--- src/design/csb_regs.vh ---
// Constants for the compare, skip and branch execution unit.
// Assumes the core decodes each instruction into a command code and operand fields.
`ifndef CSB_REGS_VH
`define CSB_REGS_VH

// ==========================================================
// Command codes
`define CSB_CMD_W                 4
`define CSB_CMD_POINTER_CALL      4'h1
`define CSB_CMD_COMPARE_SKIP_EQ   4'h2
`define CSB_CMD_COMPARE_IMM       4'h3
`define CSB_CMD_SKIP_REG_CLEAR    4'h4
`define CSB_CMD_SKIP_REG_SET      4'h5
`define CSB_CMD_SKIP_IO_SET       4'h6
`define CSB_CMD_BRANCH_FLAG_SET   4'h7
`define CSB_CMD_BRANCH_FLAG_CLEAR 4'h8
`define CSB_CMD_BRANCH_SAME_HIGH  4'h9

// ==========================================================
// Status flag bit positions
`define CSB_FLAG_C 0
`define CSB_FLAG_Z 1
`define CSB_FLAG_N 2
`define CSB_FLAG_V 3
`define CSB_FLAG_H 5

// ==========================================================
// Reset values and cycle costs
`define CSB_PC_RESET    16'h0000
`define CSB_FLAGS_RESET 8'h00
`define CSB_COST_CALL   2'h3
`define CSB_COST_ONE    2'h1
`define CSB_COST_TWO    2'h2
`define CSB_PC_STEP     16'h0001

`endif

--- src/design/csb_compare.v ---
// Subtractor that produces compare flags without storing any result.
// Assumes operands come from same-clock register file reads.
`timescale 1ns/1ns
`default_nettype none

module csb_compare (
	input  wire [7:0] minuend,
	input  wire [7:0] subtrahend,
	output wire       zero,
	output wire       negative,
	output wire       overflow,
	output wire       carry,
	output wire       half_carry
);

	wire [8:0] diff;

	// ==========================================================
	// Flag generation
	assign diff       = {1'b0, minuend} - {1'b0, subtrahend};
	assign zero       = (diff[7:0] == 8'h00);
	assign negative   = diff[7];
	assign carry      = diff[8];
	assign overflow   = (minuend[7] & ~subtrahend[7] & ~diff[7]) |
	                    (~minuend[7] & subtrahend[7] & diff[7]);
	assign half_carry = (~minuend[3] & subtrahend[3]) | (subtrahend[3] & diff[3]) |
	                    (diff[3] & ~minuend[3]);

endmodule

`default_nettype wire

--- src/design/csb_unit.v ---
// Execution unit for indirect call, compare, skip and conditional branch commands.
// Assumes the core presents decoded operands with start, applies each stack byte when stack_write
// pulses and the pc and flag results when done pulses; all inputs come from logic on the same clock.
`include "csb_regs.vh"
`timescale 1ns/1ns
`default_nettype none

module csb_unit (
	input  wire                 clock,
	input  wire                 reset_n,
	input  wire                 start,
	input  wire [`CSB_CMD_W-1:0] command,
	input  wire [7:0]           reg_a,
	input  wire [7:0]           reg_b,
	input  wire [7:0]           immediate,
	input  wire [7:0]           io_value,
	input  wire [2:0]           bit_select,
	input  wire [6:0]           offset,
	input  wire [15:0]          pc,
	input  wire [15:0]          pointer,
	input  wire [7:0]           status_flags_register,
	input  wire                 next_is_two_word,
	output wire                 busy,
	output reg                  done,
	output reg                  pc_load,
	output reg  [15:0]          pc_value,
	output reg                  flags_write,
	output reg  [7:0]           flags_value,
	output reg                  stack_write,
	output reg  [7:0]           stack_data
);

	localparam ST_IDLE = 1'b0;
	localparam ST_EXEC = 1'b1;

	reg        state;
	reg [1:0]  cycles_left;
	reg [15:0] target;
	reg [15:0] return_addr;
	reg        is_call;
	reg        is_flag_update;
	reg [7:0]  flag_result;

	reg [1:0]  next_cost;
	reg [15:0] next_target;
	reg        next_flag_update;

	wire        cmp_z;
	wire        cmp_n;
	wire        cmp_v;
	wire        cmp_c;
	wire        cmp_h;
	wire [15:0] seq_pc;
	wire [15:0] skip_pc;
	wire [15:0] branch_pc;
	wire [7:0]  imm_flags;

	// ==========================================================
	// Bit selection used by register, io and flag tests.
	function pick_bit;
		input [7:0] value;
		input [2:0] sel;
		begin
			pick_bit = value[sel];
		end
	endfunction

	csb_compare u_compare (
		.minuend    (reg_a),
		.subtrahend (immediate),
		.zero       (cmp_z),
		.negative   (cmp_n),
		.overflow   (cmp_v),
		.carry      (cmp_c),
		.half_carry (cmp_h)
	);

	// ==========================================================
	// Target addresses. The offset is sign extended so backward branches wrap correctly.
	assign seq_pc    = pc + `CSB_PC_STEP;
	assign skip_pc   = pc + (next_is_two_word ? 16'h0003 : 16'h0002);
	assign branch_pc = pc + {{9{offset[6]}}, offset} + `CSB_PC_STEP;

	// Only the five compare flags are replaced; the sign flag and others are kept.
	assign imm_flags = {status_flags_register[7:6], cmp_h, status_flags_register[4],
	                    cmp_v, cmp_n, cmp_z, cmp_c};

	// Busy is decoded straight from the state, so a start that arrives while a
	// command runs is dropped; busy is already high in that cycle to tell the core.
	assign busy = (state == ST_EXEC);

	// ==========================================================
	// Command evaluation
	// A skip costs one cycle for the test plus one per skipped word. Codes that are not
	// decoded fall through as a one-word no-op.
	always @* begin
		next_cost        = `CSB_COST_ONE;
		next_target      = seq_pc;
		next_flag_update = 1'b0;
		case (command)
			`CSB_CMD_POINTER_CALL: begin
				next_cost   = `CSB_COST_CALL;
				next_target = pointer;
			end
			`CSB_CMD_COMPARE_SKIP_EQ: begin
				if (reg_a == reg_b) begin
					next_target = skip_pc;
					next_cost   = next_is_two_word ? `CSB_COST_CALL : `CSB_COST_TWO;
				end
			end
			`CSB_CMD_COMPARE_IMM: begin
				next_flag_update = 1'b1;
			end
			`CSB_CMD_SKIP_REG_CLEAR: begin
				if (!pick_bit(reg_a, bit_select)) begin
					next_target = skip_pc;
					next_cost   = next_is_two_word ? `CSB_COST_CALL : `CSB_COST_TWO;
				end
			end
			`CSB_CMD_SKIP_REG_SET: begin
				if (pick_bit(reg_a, bit_select)) begin
					next_target = skip_pc;
					next_cost   = next_is_two_word ? `CSB_COST_CALL : `CSB_COST_TWO;
				end
			end
			`CSB_CMD_SKIP_IO_SET: begin
				if (pick_bit(io_value, bit_select)) begin
					next_target = skip_pc;
					next_cost   = next_is_two_word ? `CSB_COST_CALL : `CSB_COST_TWO;
				end
			end
			`CSB_CMD_BRANCH_FLAG_SET: begin
				if (pick_bit(status_flags_register, bit_select)) begin
					next_target = branch_pc;
					next_cost   = `CSB_COST_TWO;
				end
			end
			`CSB_CMD_BRANCH_FLAG_CLEAR: begin
				if (!pick_bit(status_flags_register, bit_select)) begin
					next_target = branch_pc;
					next_cost   = `CSB_COST_TWO;
				end
			end
			`CSB_CMD_BRANCH_SAME_HIGH: begin
				if (!status_flags_register[`CSB_FLAG_C]) begin
					next_target = branch_pc;
					next_cost   = `CSB_COST_TWO;
				end
			end
			default: begin
				next_cost = `CSB_COST_ONE;
			end
		endcase
	end

	// ==========================================================
	// Sequencer. Unknown commands still complete in one cycle so the core never hangs.
	always @(posedge clock) begin
		if (!reset_n) begin
			state          <= ST_IDLE;
			cycles_left    <= 2'h0;
			target         <= `CSB_PC_RESET;
			return_addr    <= `CSB_PC_RESET;
			is_call        <= 1'b0;
			is_flag_update <= 1'b0;
			flag_result    <= `CSB_FLAGS_RESET;
			done           <= 1'b0;
			pc_load        <= 1'b0;
			pc_value       <= `CSB_PC_RESET;
			flags_write    <= 1'b0;
			flags_value    <= `CSB_FLAGS_RESET;
			stack_write    <= 1'b0;
			stack_data     <= 8'h00;
		end else begin
			done        <= 1'b0;
			pc_load     <= 1'b0;
			flags_write <= 1'b0;
			stack_write <= 1'b0;
			case (state)
				ST_IDLE: begin
					if (start) begin
						// All operands are taken on this edge only; the core may reuse them.
						state          <= ST_EXEC;
						cycles_left    <= next_cost - 2'h1;
						target         <= next_target;
						return_addr    <= seq_pc;
						is_call        <= (command == `CSB_CMD_POINTER_CALL);
						is_flag_update <= next_flag_update;
						flag_result    <= imm_flags;
					end
				end
				ST_EXEC: begin
					// The return address goes out low byte first, before the jump.
					if (is_call && cycles_left == 2'h2) begin
						stack_write <= 1'b1;
						stack_data  <= return_addr[7:0];
					end
					if (is_call && cycles_left == 2'h1) begin
						stack_write <= 1'b1;
						stack_data  <= return_addr[15:8];
					end
					if (cycles_left == 2'h0) begin
						state       <= ST_IDLE;
						done        <= 1'b1;
						pc_load     <= 1'b1;
						pc_value    <= target;
						flags_write <= is_flag_update;
						// The flag copy is held otherwise, so skips never disturb it.
						if (is_flag_update) begin
							flags_value <= flag_result;
						end
					end else begin
						cycles_left <= cycles_left - 2'h1;
					end
				end
				default: begin
					state <= ST_IDLE;
				end
			endcase
		end
	end

endmodule

`default_nettype wire

--- config.mk ---
export PLATFORM = sky130hd
export DESIGN_NAME = csb_unit
export DESIGN_NICKNAME = d
export VERILOG_FILES = /design/src/design/csb_compare.v /design/src/design/csb_unit.v
export VERILOG_INCLUDE_DIRS = /design/src /design/src/design
export SDC_FILE = /design/constraint.sdc
export NUM_CORES = 1
export LEC_CHECK = 0
export BUFFER_PORTS_ARGS = -buffer_cell sky130_fd_sc_hd__buf_2
export CAP_MARGIN = 20
export CORE_MARGIN = 5
export CORE_UTILIZATION = 59
export DETAILED_ROUTE_END_ITERATION = 10
export PLACE_DENSITY = 0.92
export SYNTH_ARGS = -nofsm -noshare
export SYNTH_HDL_FRONTEND = slang
export SYNTH_SLANG_ARGS = --single-unit
--- constraint.sdc ---
create_clock -name clock -period 6.65 [get_ports clock]
set_input_delay 1.33 -clock clock [delete_from_list [all_inputs] [get_ports clock]]
set_output_delay 1.33 -clock clock [all_outputs]
set_load 0.005 [all_outputs]
=== After elaboration in Yosys (flattened, before gate mapping) ===
Cells that the tools add are included.
W data, S select, Z words.

* Register bits after elaboration: 80
* Bits of input ports: 90
* Output and inout port bits: 37
* Logic and storage cells: 98

* Add/subtract/negate cells: 7
* $lt $le $gt $ge: 1
* Equal/unequal tests: 14
* Multiplexer cells: 36
* Bitwise logic cells: 15
* Reduce and logical (&&, ||, !) cells: 12

{| class="wikitable"
|+ Operators with widths
! operator !! number
|-
| $pmux W16 S8 || 1
|-
| $mux W16 || 7
|-
| $add A16 B1 Y16 const B || 2
|-
| $mux W2 || 9
|-
| $add A16 B16 Y16 || 1
|-
| $add A16 B2 Y16 || 1
|-
| $eq A4 B3 Y1 const B || 4
|-
| $mux W8 || 2
|-
| $pmux W2 S8 || 1
|-
| $mux W1 || 11
|-
| $reduce_and A2 Y1 || 5
|-
| $bmux W1 S3 || 3
|-
| $sub A8 B8 Y9 || 1
|-
| $eq A4 B2 Y1 const B || 2
|-
| $eq A4 B4 Y1 const B || 2
|-
| $eq A8 B8 Y1 || 1
|-
| $logic_not A8 Y1 || 1
|-
| $and A1 B1 Y1 || 7
|-
| $reduce_and A3 Y1 || 2
|-
| $not A1 Y1 || 5
|-
| $eq A4 B1 Y1 const B || 1
|-
| $lt A3 B4 Y1 const B || 1
|-
| $ne A2 B2 Y1 const B || 2
|-
| $pmux W2 S2 || 1
|-
| other kinds (8) || 12
|}

=== Logic depth before layout (Yosys ltp) ===
Gate-level depths: netlist of the first run.

* Word-level depth: 7
* Mapped depth: 11
* Mapped depth without buffers: 11

=== Modules after synthesis ===
Synthesis of the first run repeated with hierarchy kept, for this count alone.

* Cells, all modules: 738
* Area, all modules: 5730.5 um2

{| class="wikitable"
|+ By module, submodules not included
! module !! instances !! cells an instance !! area an instance (um2) !! seq. area each (um2)
|-
| csb_unit || 1 || 661 || 5148.7 || 1601.5
|-
| csb_compare || 1 || 77 || 581.8 || 0.0
|}

=== Worst setup path before layout of the first run ===
No wires, ideal clock.

* Path kind: input to register
* From: in pc[1]
* To: reg target[14]
* Setup time: 0.095 ns
* Arrival: 3.435 ns
* Data required time: 6.555 ns
* Setup slack: 3.119 ns
* Stages on the path: 11
* Path buffers: 1
* Path through: clkbuf_1 inv_1 fa_1 nor2b_1 o31a_1 o21ai_0 a211o_1 nor3b_1 o31ai_1 xnor2_1 o311ai_1

* Word-level cells in the longest chain between the ends: 4
* Elaborated cells between the ends (all ways): 12
* Those cells by class: add/sub (4); mux (8)

{| class="wikitable"
|+ Ends and longest elaborated chain
! element !! line !! text
|-
| start, declared || csb_unit.v:19 || <nowiki>input wire [15:0] pc,</nowiki>
|-
| $add A16 B16 Y16 || csb_unit.v:82 || <nowiki>assign branch_pc = pc + {{9{offset[6]}}, offset} + `CSB_PC_STEP;</nowiki>
|-
| $add A16 B1 Y16 (no line) || -- ||
|-
| $mux W16 (on tied branches) || csb_unit.v:145, csb_unit.v:133, csb_unit.v:139 ||
|-
| $pmux W16 S8 * || csb_unit.v:100 || <nowiki>case (command)</nowiki>
|-
| end signal, assigned || csb_unit.v:162 || <nowiki>target <= `CSB_PC_RESET;</nowiki>
|-
| end signal, assigned || csb_unit.v:185 || <nowiki>target <= next_target;</nowiki>
|-
| end, declared || csb_unit.v:38 || <nowiki>reg [15:0] target;</nowiki>
|}

Every way passes the cells marked *; elsewhere a longest branch is shown, timed or not.
A chain may end at the register's enable or synchronous reset.

=== Worst setup path in the final report of the first run ===
* From: in bit_select[1]
* To: reg target[9]

* Word-level cells in the longest chain between the ends: 4
* Elaborated cells between the ends (all ways): 12
* Those cells by class: mux (12)

{| class="wikitable"
|+ Ends and longest elaborated chain
! element !! line !! text
|-
| start, declared || csb_unit.v:17 || <nowiki>input wire [2:0] bit_select,</nowiki>
|-
| $bmux W1 S3 || csb_unit.v:64 || <nowiki>pick_bit = value[sel];</nowiki>
|-
| $mux W1 (not written as such) || csb_unit.v:64 ||
|-
| $mux W16 (on tied branches) || -- ||
|-
| $pmux W16 S8 * || csb_unit.v:100 ||
|}

Every way passes the cells marked *; elsewhere a longest branch is shown, timed or not. The select of a mux whose other input is x is not followed.

==> results of run 1 <==
registers in the layout, indices dropped and copies added (netlist names):
signal          cells
stack_write         1
busy                1
pc_value           16
flags_value         8
is_call             1
cycles_left         2
flag_result         8
flags_write         1
target             16
return_addr        16
stack_data          8
pc_load             1
is_flag_update      1
per-stage QoR:
step                power (mW)  setup WS [ps]  area, µm²
finish                   1.205           3183       6346
global route             1.263           3055       6346
global placement        0.8405           2869       6133
floorplan               0.7504           3119       5508
CTS                      1.195           3176       6326
detailed placement      0.8522           2816       6133
cell usage after synthesis, types with 3 or more instances:
cell	n	share of area
o31a_1	4	0.0064
xor2_1	14	0.022
nand2_1	103	0.070
nand4_1	5	0.0057
xnor2_1	34	0.054
o221a_1	5	0.010
nor2_1	72	0.049
o21ai_0	36	0.033
and4_1	3	0.0048
inv_1	28	0.019
buf_2	4	0.0036
ha_1	32	0.073
buf_1	4	0.0027
mux4_2	6	0.025
a311oi_1	8	0.013
o21a_1	7	0.0095
clkbuf_1	29	0.020
nand2b_1	7	0.0080
and2_1	4	0.0045
nor3_1	13	0.012
a221oi_1	7	0.011
a31oi_1	6	0.0068
a21o_1	4	0.0055
nor2b_1	10	0.011
and3_1	3	0.0034
fa_1	3	0.011
or3_1	5	0.0057
o221ai_1	9	0.014
a21oi_1	63	0.057
dfxtp_1	80	0.29
nor3b_1	3	0.0041
a211oi_1	12	0.016
o211a_1	3	0.0055
nand3_1	25	0.023
worst paths after layout:
kind         cells past startpoint                          end                         from
max reg2reg                      6  flags_value[0]$_SDFFE_PN0P_  cycles_left[0]$_SDFFE_PN0P_
min reg2reg                      2     pc_value[7]$_SDFFE_PN0P_     pc_value[7]$_SDFFE_PN0P_
max                             10       target[9]$_SDFFE_PN0P_                bit_select[1]
min                              2     pc_value[7]$_SDFFE_PN0P_     pc_value[7]$_SDFFE_PN0P_
logic make-up after synthesis:
group | after synthesis
compound gates | 194
xor+xnor | 49
fa+ha+maj | 35
mux | 10
buf+inv | 69
simple gates | 268
flops | 80
worst register-to-register path, delay by kind of cell, from the launching register on:
family                   cells  cell delay (ps)
buffers and inverters        1               90
adder cells (fa/ha/maj)      1              190
AND/OR/NAND/NOR              3             1150
AO/OA/AOI/OAI                1               70
flip-flops                   1              340
per-layer routing:
metal	up-vias	wire length [µm]
met2	281	7562
met3	31	1139
li1	2711	-
met1	2634	7056
met5	-	0
met4	0	332
power by group:
part / switching (mW) / internal [mW] / leakage (nW)
combinational: 0.189 / 0.137 / 1.94
clock: 0.180 / 0.173 / 0.0957
sequential: 0.0187 / 0.506 / 0.654
total: 0.388 / 0.817 / 2.69
final cells by class:
cell class / instances / area [µm²]
Sequential cell: 80 / 1602
Clock buffer: 9 / 123.9
Fill cell: 730 / 2806
Clock inverter: 6 / 68.82
Inverter: 29 / 108.9
Multi-Input combinational cell: 556 / 3631
Tap cell: 111 / 138.9
Timing Repair Buffer: 130 / 673.1
==> impl_results.md, run 1 <==
* Cell family with most CP delay: multiplexers
* Mapped Area at around 5500 µm²
* Leading cell type in the layout, fill and taps excluded: buf_2
* Worst Setup Path Type: in2reg
* Vias in the first global route at 5,411
* Crit-path max FO at 20
* Hold Path Class: reg2reg
* Initial antenna violation count at 0
* Cell total after placement at ~900
* Flop-to-flop setup slack at 4680 ps
* CTS tree: built
* Detail Route Antenna Nets at 0
* CTS clk-pin slew, worst paths at around 80 ps
* GR Util met3 at 0.04094
* Cts repair resizes at 0
* Sequential area share after synthesis at 0.2908
* Gp weighted congestion at a little over 1
* Io pins at roughly 130
* Core area at about 9200 µm²
* Initial drt markers at ~500
* Max H-tree Level at 3
* Final hold vios at 0
* CP cell instances: buf_2 -> mux4_2 -> mux2_4 -> xnor2_2 -> a211oi_2 -> buf_4 -> nor3_1 -> o31a_1 -> o31ai_1 -> a31oi_1
* Final max-slew violation count at 0
* Diode count at 0
* Mux cell area share after synthesis at 0.03498
* VDD IR max at 122.1 µV
* Clk sink count at 80
* Post-CTS setup buffers at 0
* Pwr Density at between 150 and 200 nW/µm²
* Worst path max stage delay at 530 ps
* Synth Area in Compound Gates at 0.2344
* Number of synthesized flops with an enable pin at 0
* Routed wire length at around 16 mm
* Num rows at 35
* Fraction of layout instances using a drive strength above 1 at 0.2074
* Critical Path AT at between 3000 and 4000 ps
* Nets at 931
* Simple-Gate Fraction of Synth Area at 0.2256
* Root buf cell: clkbuf_8
* Final Cycle Share at 0.5214
* Tot GR Track Use at 0.2785
* Syn_nets at 830
* Post-synth ARST share at 0
* Slew @ Worst Pin at 850.1 ps
* Die Span Y at approximately 110 µm
* Die area at between 10,000 and 15,000 µm²
* Nature of the critical path endpoint: register
* Port Buf Inserts at roughly 130
* Die width at around 110 µm
* Grt total ovfl at 0
* Gate count of the mapped netlist at a little over 700
* Final setup viols at 0
* Yosys warning count at 0
* Initial Utilization at 0.6018
* DR DRC count at 0
* Worst hold slack at roughly 450 ps
* Worst Path Buf+Inv at 2
* Tmin final at ~3500 ps
* Status: completed
* Setup TNS at 0 ps
* DR pass1 iterations at 6
* Max transition margin at 0.4327
* Worst skew pair latency at between 300 and 400 ps
* Num CTS Buffers at 9
* Synth Area in XOR/XNOR at 0.07928
* Max_cap viols at 0
* Met2 usage at 0.4501
* Largest net degree at the start of global routing at 57
* Fin cells at between 900 and 1k
* Yosys cell types at 74
* Met1 usage at 0.3840
* Top_reg_cell synth: dfxtp_1
* Hold-fix buffers at CTS at 0
* HPWL after DPL at around 12 mm
* First-pass GRT wire length at approximately 26 mm
* Vias after detailed routing at around 5.7k
* Most frequent cells in the layout: buf_2, nand2_1, dfxtp_1
* Cell leakage power at between 2 and 3 nW
* Avg Inst Size Synth at slightly below 8 µm²
* RSZ-0062 raised after global routing: no
* Required @ worst endpoint at slightly below 7000 ps
* Vias per inst at approximately 6.1
* #FFs+latches synth at 80
* CP max-delay cell: mux4_2
* Critical path startpoint category: primary input
* Wire per inst at roughly 17 µm
* Clock Skews at between 9 and 10 ps
* Grt peak-use layer: met2
* Clock Path Buffers at 2
* Area growth from synthesis to layout at 15.22%
* Post-route core utilization at 0.6934
* Adder-cell share of the synthesized area at 0.08360
* Max Fclk at 288.4 MHz
* Largest family of logic cells by synthesized area: compound AO/OA/AOI/OAI gates
No activity file was read; power rests on OpenSTA's default activity.
==> inputs of run 2 (changes only) <==
ABC_AREA = 1   (was not set)
CORE_UTILIZATION = 50   (was 59)
PLACE_DENSITY = 0.83   (was 0.92)
clock period = 3.1 ns   (was 6.65 ns; I/O delays follow)
==> impl_results.md, run 2 <==
* Tot GR Track Use at 0.2241
* Clk sink count at 80
* Stages on worst setup path at 14
* Hold path depth at 2
* Top_reg_cell synth: dfxtp_1
* Mapped Area at 5908 µm²
* Vias in the first global route at about 5.6k
* Largest family of logic cells by synthesized area: simple AND/OR/NAND/NOR gates
* Register-to-Register Path Depth at 8
* Pwr Density at around 430 nW/µm²
* Gp weighted congestion at 0.9063
* Post-synth ARST share at 0
* Area growth from synthesis to layout at 17.32%
* Worst Path Buf+Inv at 3
* Status: completed
* Fin cells at about 1.2k
* Top-count cell post-synth: nand2_1
* Nature of the critical path endpoint: register
* Clock Path Buffers at 2
* Syn_nets at between 1k and 1.5k
* Worst hold slack at roughly 460 ps
* Avg Inst Size Synth at around 6.5 µm²
* Cell total after placement at between 1k and 1.5k
* Tmin final at 2461 ps
* Critical path startpoint category: primary input
* Die width at between 100 and 150 µm
* Final setup viols at 0
* Vias per inst at ~5.3
* CTS tree: built
* Clock Skews at just under 6 ps
* Hold-fix buffers at CTS at 0
* Critical Path AT at ~2700 ps
* Cts repair resizes at 0
* Setup WS pre-CTS at between 300 and 400 ps
* Post-CTS setup buffers at 0
* Io pins at ~130
* Required @ worst endpoint at roughly 3300 ps
* Sequential area share after synthesis at 0.2711
* Leading cell type in the layout, fill and taps excluded: nand2_1
* Detail Route Antenna Nets at 0
* Routed wire length at 16.20 mm
* Slew @ Worst Pin at approximately 800 ps
* Initial antenna violation count at 0
* Worst Setup Path Type: in2reg
* DR pass1 iterations at 5
* Initial Utilization at 0.5130
* Crit-path max FO at 6
* Flop-to-flop setup slack at ~1100 ps
* Vias after detailed routing at 6,216
* Slack of the critical path at ~640 ps
* Final max-slew violation count at 0
* Cell leakage power at roughly 3.5 nW
* Num CTS Buffers at 9
* Largest net degree at the start of global routing at 62
* Max transition margin at 0.4642
* Max Fclk at 406.3 MHz
* Nets at 1,150
* M1 wire length at 7.634 mm
* Setup TNS at 0 ps
* Most common library cells after synthesis: nand2_1, nor2_1, inv_1
* Die area at 14,090 µm²
* Adder-cell share of the synthesized area at 0.07793
* HPWL after DPL at about 13 mm
* Max_cap viols at 0
* Num rows at 39
* Synth area leader: dfxtp_1
* Most frequent cells in the layout: nand2_1, buf_2, nor2_1
* CTS clk-pin slew, worst paths at around 60 ps
* Top Registers: pc_value (16), return_addr (16), target (16)
* Hold Path Class: reg2reg
* Synth Area in Compound Gates at 0.1709
* Final instance area at around 6900 µm²
* Worst skew pair latency at approximately 330 ps
* Simple-Gate Fraction of Synth Area at 0.3204
* Grt total ovfl at 0
* Mux cell area share after synthesis at 0
* Root buf cell: clkbuf_16
* Top-area cell type share of the netlist area at 0.2711
* Top sig layer: met4
* Port Buf Inserts at about 130
* Yosys warning count at 0
* Synth Area in XOR/XNOR at 0.06501
* Crit path top cell by count: nand2_1
* Max H-tree Level at 3
* Diode count at 0
* Cell family with most CP delay: simple AND/OR/NAND/NOR gates
* Final hold vios at 0
* Number of synthesized flops with an enable pin at 0
* CP max-delay cell: fa_1
* Die Span Y at roughly 120 µm
* DR WL met2 at 7.425 mm
* Gate count of the mapped netlist at between 900 and 1k
* DR DRC count at 0
* Area contributors post-synth: dfxtp_1, nand2_1, nor2_1
* Initial drt markers at approximately 500
* RSZ-0062 raised after global routing: no
* Wire per inst at ~14 µm
* Placed inst area at between 6000 and 7000 µm²
* Core area at about 12,000 µm²
* Met3 wire len at about 940 µm
* Fraction of layout instances using a drive strength above 1 at 0.1749
* CP cell instances: buf_2 -> inv_1 -> ha_1 -> fa_1 -> o21ai_0 -> nand2_1 -> nand2_1 -> nand2_1 -> a21oi_1 -> nor2_1 -> nor2_1 -> nand3_1 -> nand2_1 -> inv_1
* First-pass GRT wire length at around 27 mm
* VDD IR max at about 290 µV
* #FFs+latches synth at 80
* Worst path max stage delay at roughly 400 ps
* Yosys cell types at 44
* Final Cycle Share at 0.7940
## run 2: cell types whose count changed in the layout (fill, tap and decap cells not counted), moves of 12 or more
cell and delta:
xnor2_1 -21, nand3_1 +40, nand2_1 +96, nor2_1 +39
nand2_2 +13, a211oi_1 -12, inv_1 +78, o21ai_0 +33
xor2_1 +15, a21oi_1 +17
## run 2: layer usage
metal	vias to the layer above	GRT usage
li1	3195	-
met1	2801	0.3176
met2	199	0.3623
met3	21	0.02579
met4	0	0.06010
met5	-	0
## run 2: per-stage QoR
step	util	power (mW)
2_1_floorplan	-	1.678
6_report	0.6019	2.963
3_3_place_gp	0.5752	1.899
3_5_place_dp	0.5752	1.914
4_1_cts	0.6019	2.971
5_1_grt	0.6019	3.128
## run 2: where the power goes
group	internal (mW)	total (mW)	leakage (nW)	switching, mW
registers	1.10	1.14	0.656	0.0405
clock network	0.685	1.06	0.148	0.377
logic	0.288	0.757	2.70	0.469
## run 2: worst paths after layout
path                          startpoint                     endpoint
max                                pc[0]      target[14]$_SDFFE_PN0P_
min          flags_value[1]$_SDFFE_PN0P_  flags_value[1]$_SDFFE_PN0P_
max reg2reg  cycles_left[1]$_SDFFE_PN0P_   stack_data[2]$_SDFFE_PN0P_
min reg2reg  flags_value[1]$_SDFFE_PN0P_  flags_value[1]$_SDFFE_PN0P_
## run 2: cell families (layout without fill, tap and decap cells)
group	count (synthesis)	count (layout)
simple gates	427	427
compound gates	185	185
buf+inv	142	259
fa+ha+maj	35	35
xor+xnor	43	43
flops	80	80
## run 2: worst register-to-register path, cell delays in order (launching register included)
cell      delay, ps
dfxtp_1         320
inv_1            80
ha_1            140
nand2_1         210
a21oi_1         220
clkinv_1        390
nor2_1          260
o21ai_0         130
a21oi_1         130
## run 2: final cells by class
cell class	instances	area, µm²
Fill cell	1132	4584
Multi-Input combinational cell	690	3747
Sequential cell	80	1602
Timing Repair Buffer	132	675.6
Inverter	112	420.4
Clock buffer	13	270.3
Tap cell	143	178.9
Clock inverter	2	37.54
==> inputs of run 3 (changes only) <==
ABC_AREA = 0   (was 1)
PLACE_DENSITY = 0.84   (was 0.83)
clock period = 2.1 ns   (was 3.1 ns; I/O delays follow)
==> impl_results.md, run 3 (synthesized netlist as in run 1, its figures left out) <==
* Die width at between 100 and 150 µm
* Max Fclk at around 420 MHz
* Hold Path Class: in2reg
* Io pins at around 130
* Pwr Density at roughly 550 nW/µm²
* Vias per inst at around 6.0
* Max H-tree Level at 3
* R2R Path End: target[12]$_SDFFE_PN0P_
* Slack of the critical path at -288.5 ps
* Nature of the critical path endpoint: register
* Initial Utilization at 0.5081
* Register-to-Register Path Depth at 5
* Crit-path max FO at 6
* DR DRC count at 0
* Met1 usage at 0.3528
* Nets at 1,053
* Hold path depth at 3
* Port Buf Inserts at 126
* CTS tree: built
* Met2 usage at 0.4213
* Max_cap viols at 0
* Core area at 10,840 µm²
* Grt peak-use layer: met2
* Die Span Y at roughly 110 µm
* DR pass1 iterations at 8
* Critical Path AT at 2680 ps
* Worst Setup Path Type: in2reg
* Top Registers: pc_value (16), return_addr (16), target (16)
* Die area at 13,210 µm²
* CTS clk-pin slew, worst paths at 90 ps
* First-pass GRT wire length at approximately 28 mm
* Tmin final at between 2000 and 2500 ps
* Required @ worst endpoint at 2390 ps
* Wire per inst at 18.75 µm
* Setup TNS at -3234 ps
* Flop-to-flop setup slack at 240 ps
* Status: complete, but fails checks
* Slew @ Worst Pin at slightly above 600 ps
* Worst r2r src: busy$_SDFF_PN0_
* Reg area at 1602 µm²
* Area growth from synthesis to layout at 40.82%
* Fraction of layout instances using a drive strength above 1 at 0.3644
* Tot GR Track Use at 0.2609
* Final Cycle Share at 1.137
* Total power at ~4.3 mW
* Cell total after placement at 1,043
* Final max-slew violation count at 0
* WHS Endpoint: target[12]$_SDFFE_PN0P_
* HPWL after DPL at 13.26 mm
* Hold path startpoint: pointer[12]
* Root buf cell: clkbuf_8
* Num CTS Buffers at 9
* Initial antenna violation count at 3
* RSZ-0062 raised after global routing: yes
* Multi-input logic area at 3971 µm²
* Routed wire length at between 20 and 25 mm
* Fillers at 741
* Num rows at 38
* Largest net degree at the start of global routing at 54
* Cell leakage power at 3.358 nW
* Failing checks: setup timing
* Worst Setup SP: reg_a[4]
* Worst skew pair latency at between 300 and 400 ps
* Clock Skews at 10.71 ps
* Initial drt markers at approximately 860
* Vias in the first global route at between 5k and 6k
* Vias after detailed routing at 6,457
* Detail Route Antenna Nets at 0
* Critical path startpoint category: primary input
* Fin cells at between 1k and 1.5k
* Clock Path Buffers at 2
* Gp weighted congestion at between 0.9 and 1
* GR Util met3 at 0.04737
* Final setup viols at 17
* Max transition margin at 0.5857
* Grt total ovfl at 0
* Leading cell type in the layout, fill and taps excluded: buf_2
* Final hold vios at 0
* Most frequent cells in the layout: buf_2, buf_4, nand2_1
* VDD IR max at 342.8 µV
* Clk sink count at 80
run 3: worst max path at each step:
| stage | depth (start not counted) | to | slack, ps |
|---|---|---|---|
| final | 10 | target[7]$_SDFFE_PN0P_ | -290 |
| after global routing | 10 | target[7]$_SDFFE_PN0P_ | -330 |
| after CTS | 12 | target[14]$_SDFFE_PN0P_ | -210 |
| after detailed placement | 12 | target[14]$_SDFFE_PN0P_ | -600 |
| after global placement | 10 | target[9]$_SDFFE_PN0P_ | -540 |
| after floorplan | 10 | target[9]$_SDFFE_PN0P_ | -350 |
run 3: area by class of cell:
cell class              instances  share of cell area
diodes                          3           0.0009679
clock buffers                  12             0.01871
clock inverters                 4            0.006937
inverters                      29             0.01436
multi-input cells             556              0.5120
flip-flops and latches         80              0.2065
well taps                     140             0.02258
repair buffers                252              0.2179
run 3: metal layers:
layer,part of all wire,up-vias,wire length (µm)
met5,0,-,0
met4,0.056,0,1125
met3,0.11,136,2173
met2,0.45,472,9159
met1,0.38,2889,7714
li1,-,2960,-
run 3: power breakdown:
part | internal, mW | switching, mW
clock network | 0.586 | 0.591
logic | 0.683 | 0.772
registers | 1.60 | 0.0572
run 3: repair_timing:
action / 4_1_cts / 5_1_grt
cloned: 1 / 0
hold buffers: 0 / 0
buffers inserted: 11 / 4
setup endpoints to repair: 19 / 20
pin swaps: 28 / 30
resized for setup: 48 / 44
run 3: per-stage QoR:
step | utilization | instance area, µm² | setup slack, ps | hold slack [ps]
floorplan | - | 5542 | -347.6 | 428.7
global placement | 0.6477 | 7022 | -535.5 | 438.9
detailed placement | 0.6477 | 7022 | -595.7 | 443.4
CTS | 0.6933 | 7516 | -206.6 | 409.8
global route | 0.7155 | 7756 | -332.3 | 415.3
finish | 0.7155 | 7756 | -288.5 | 429.6
run 3: critical path: stages:
cell,delay (ps)
buf_2,130
mux4_2,450
mux2_4,310
xnor2_4,150
a211oi_4,360
buf_6,180
nand3b_4,140
o221ai_2,280
o21ai_2,110
a21oi_2,130
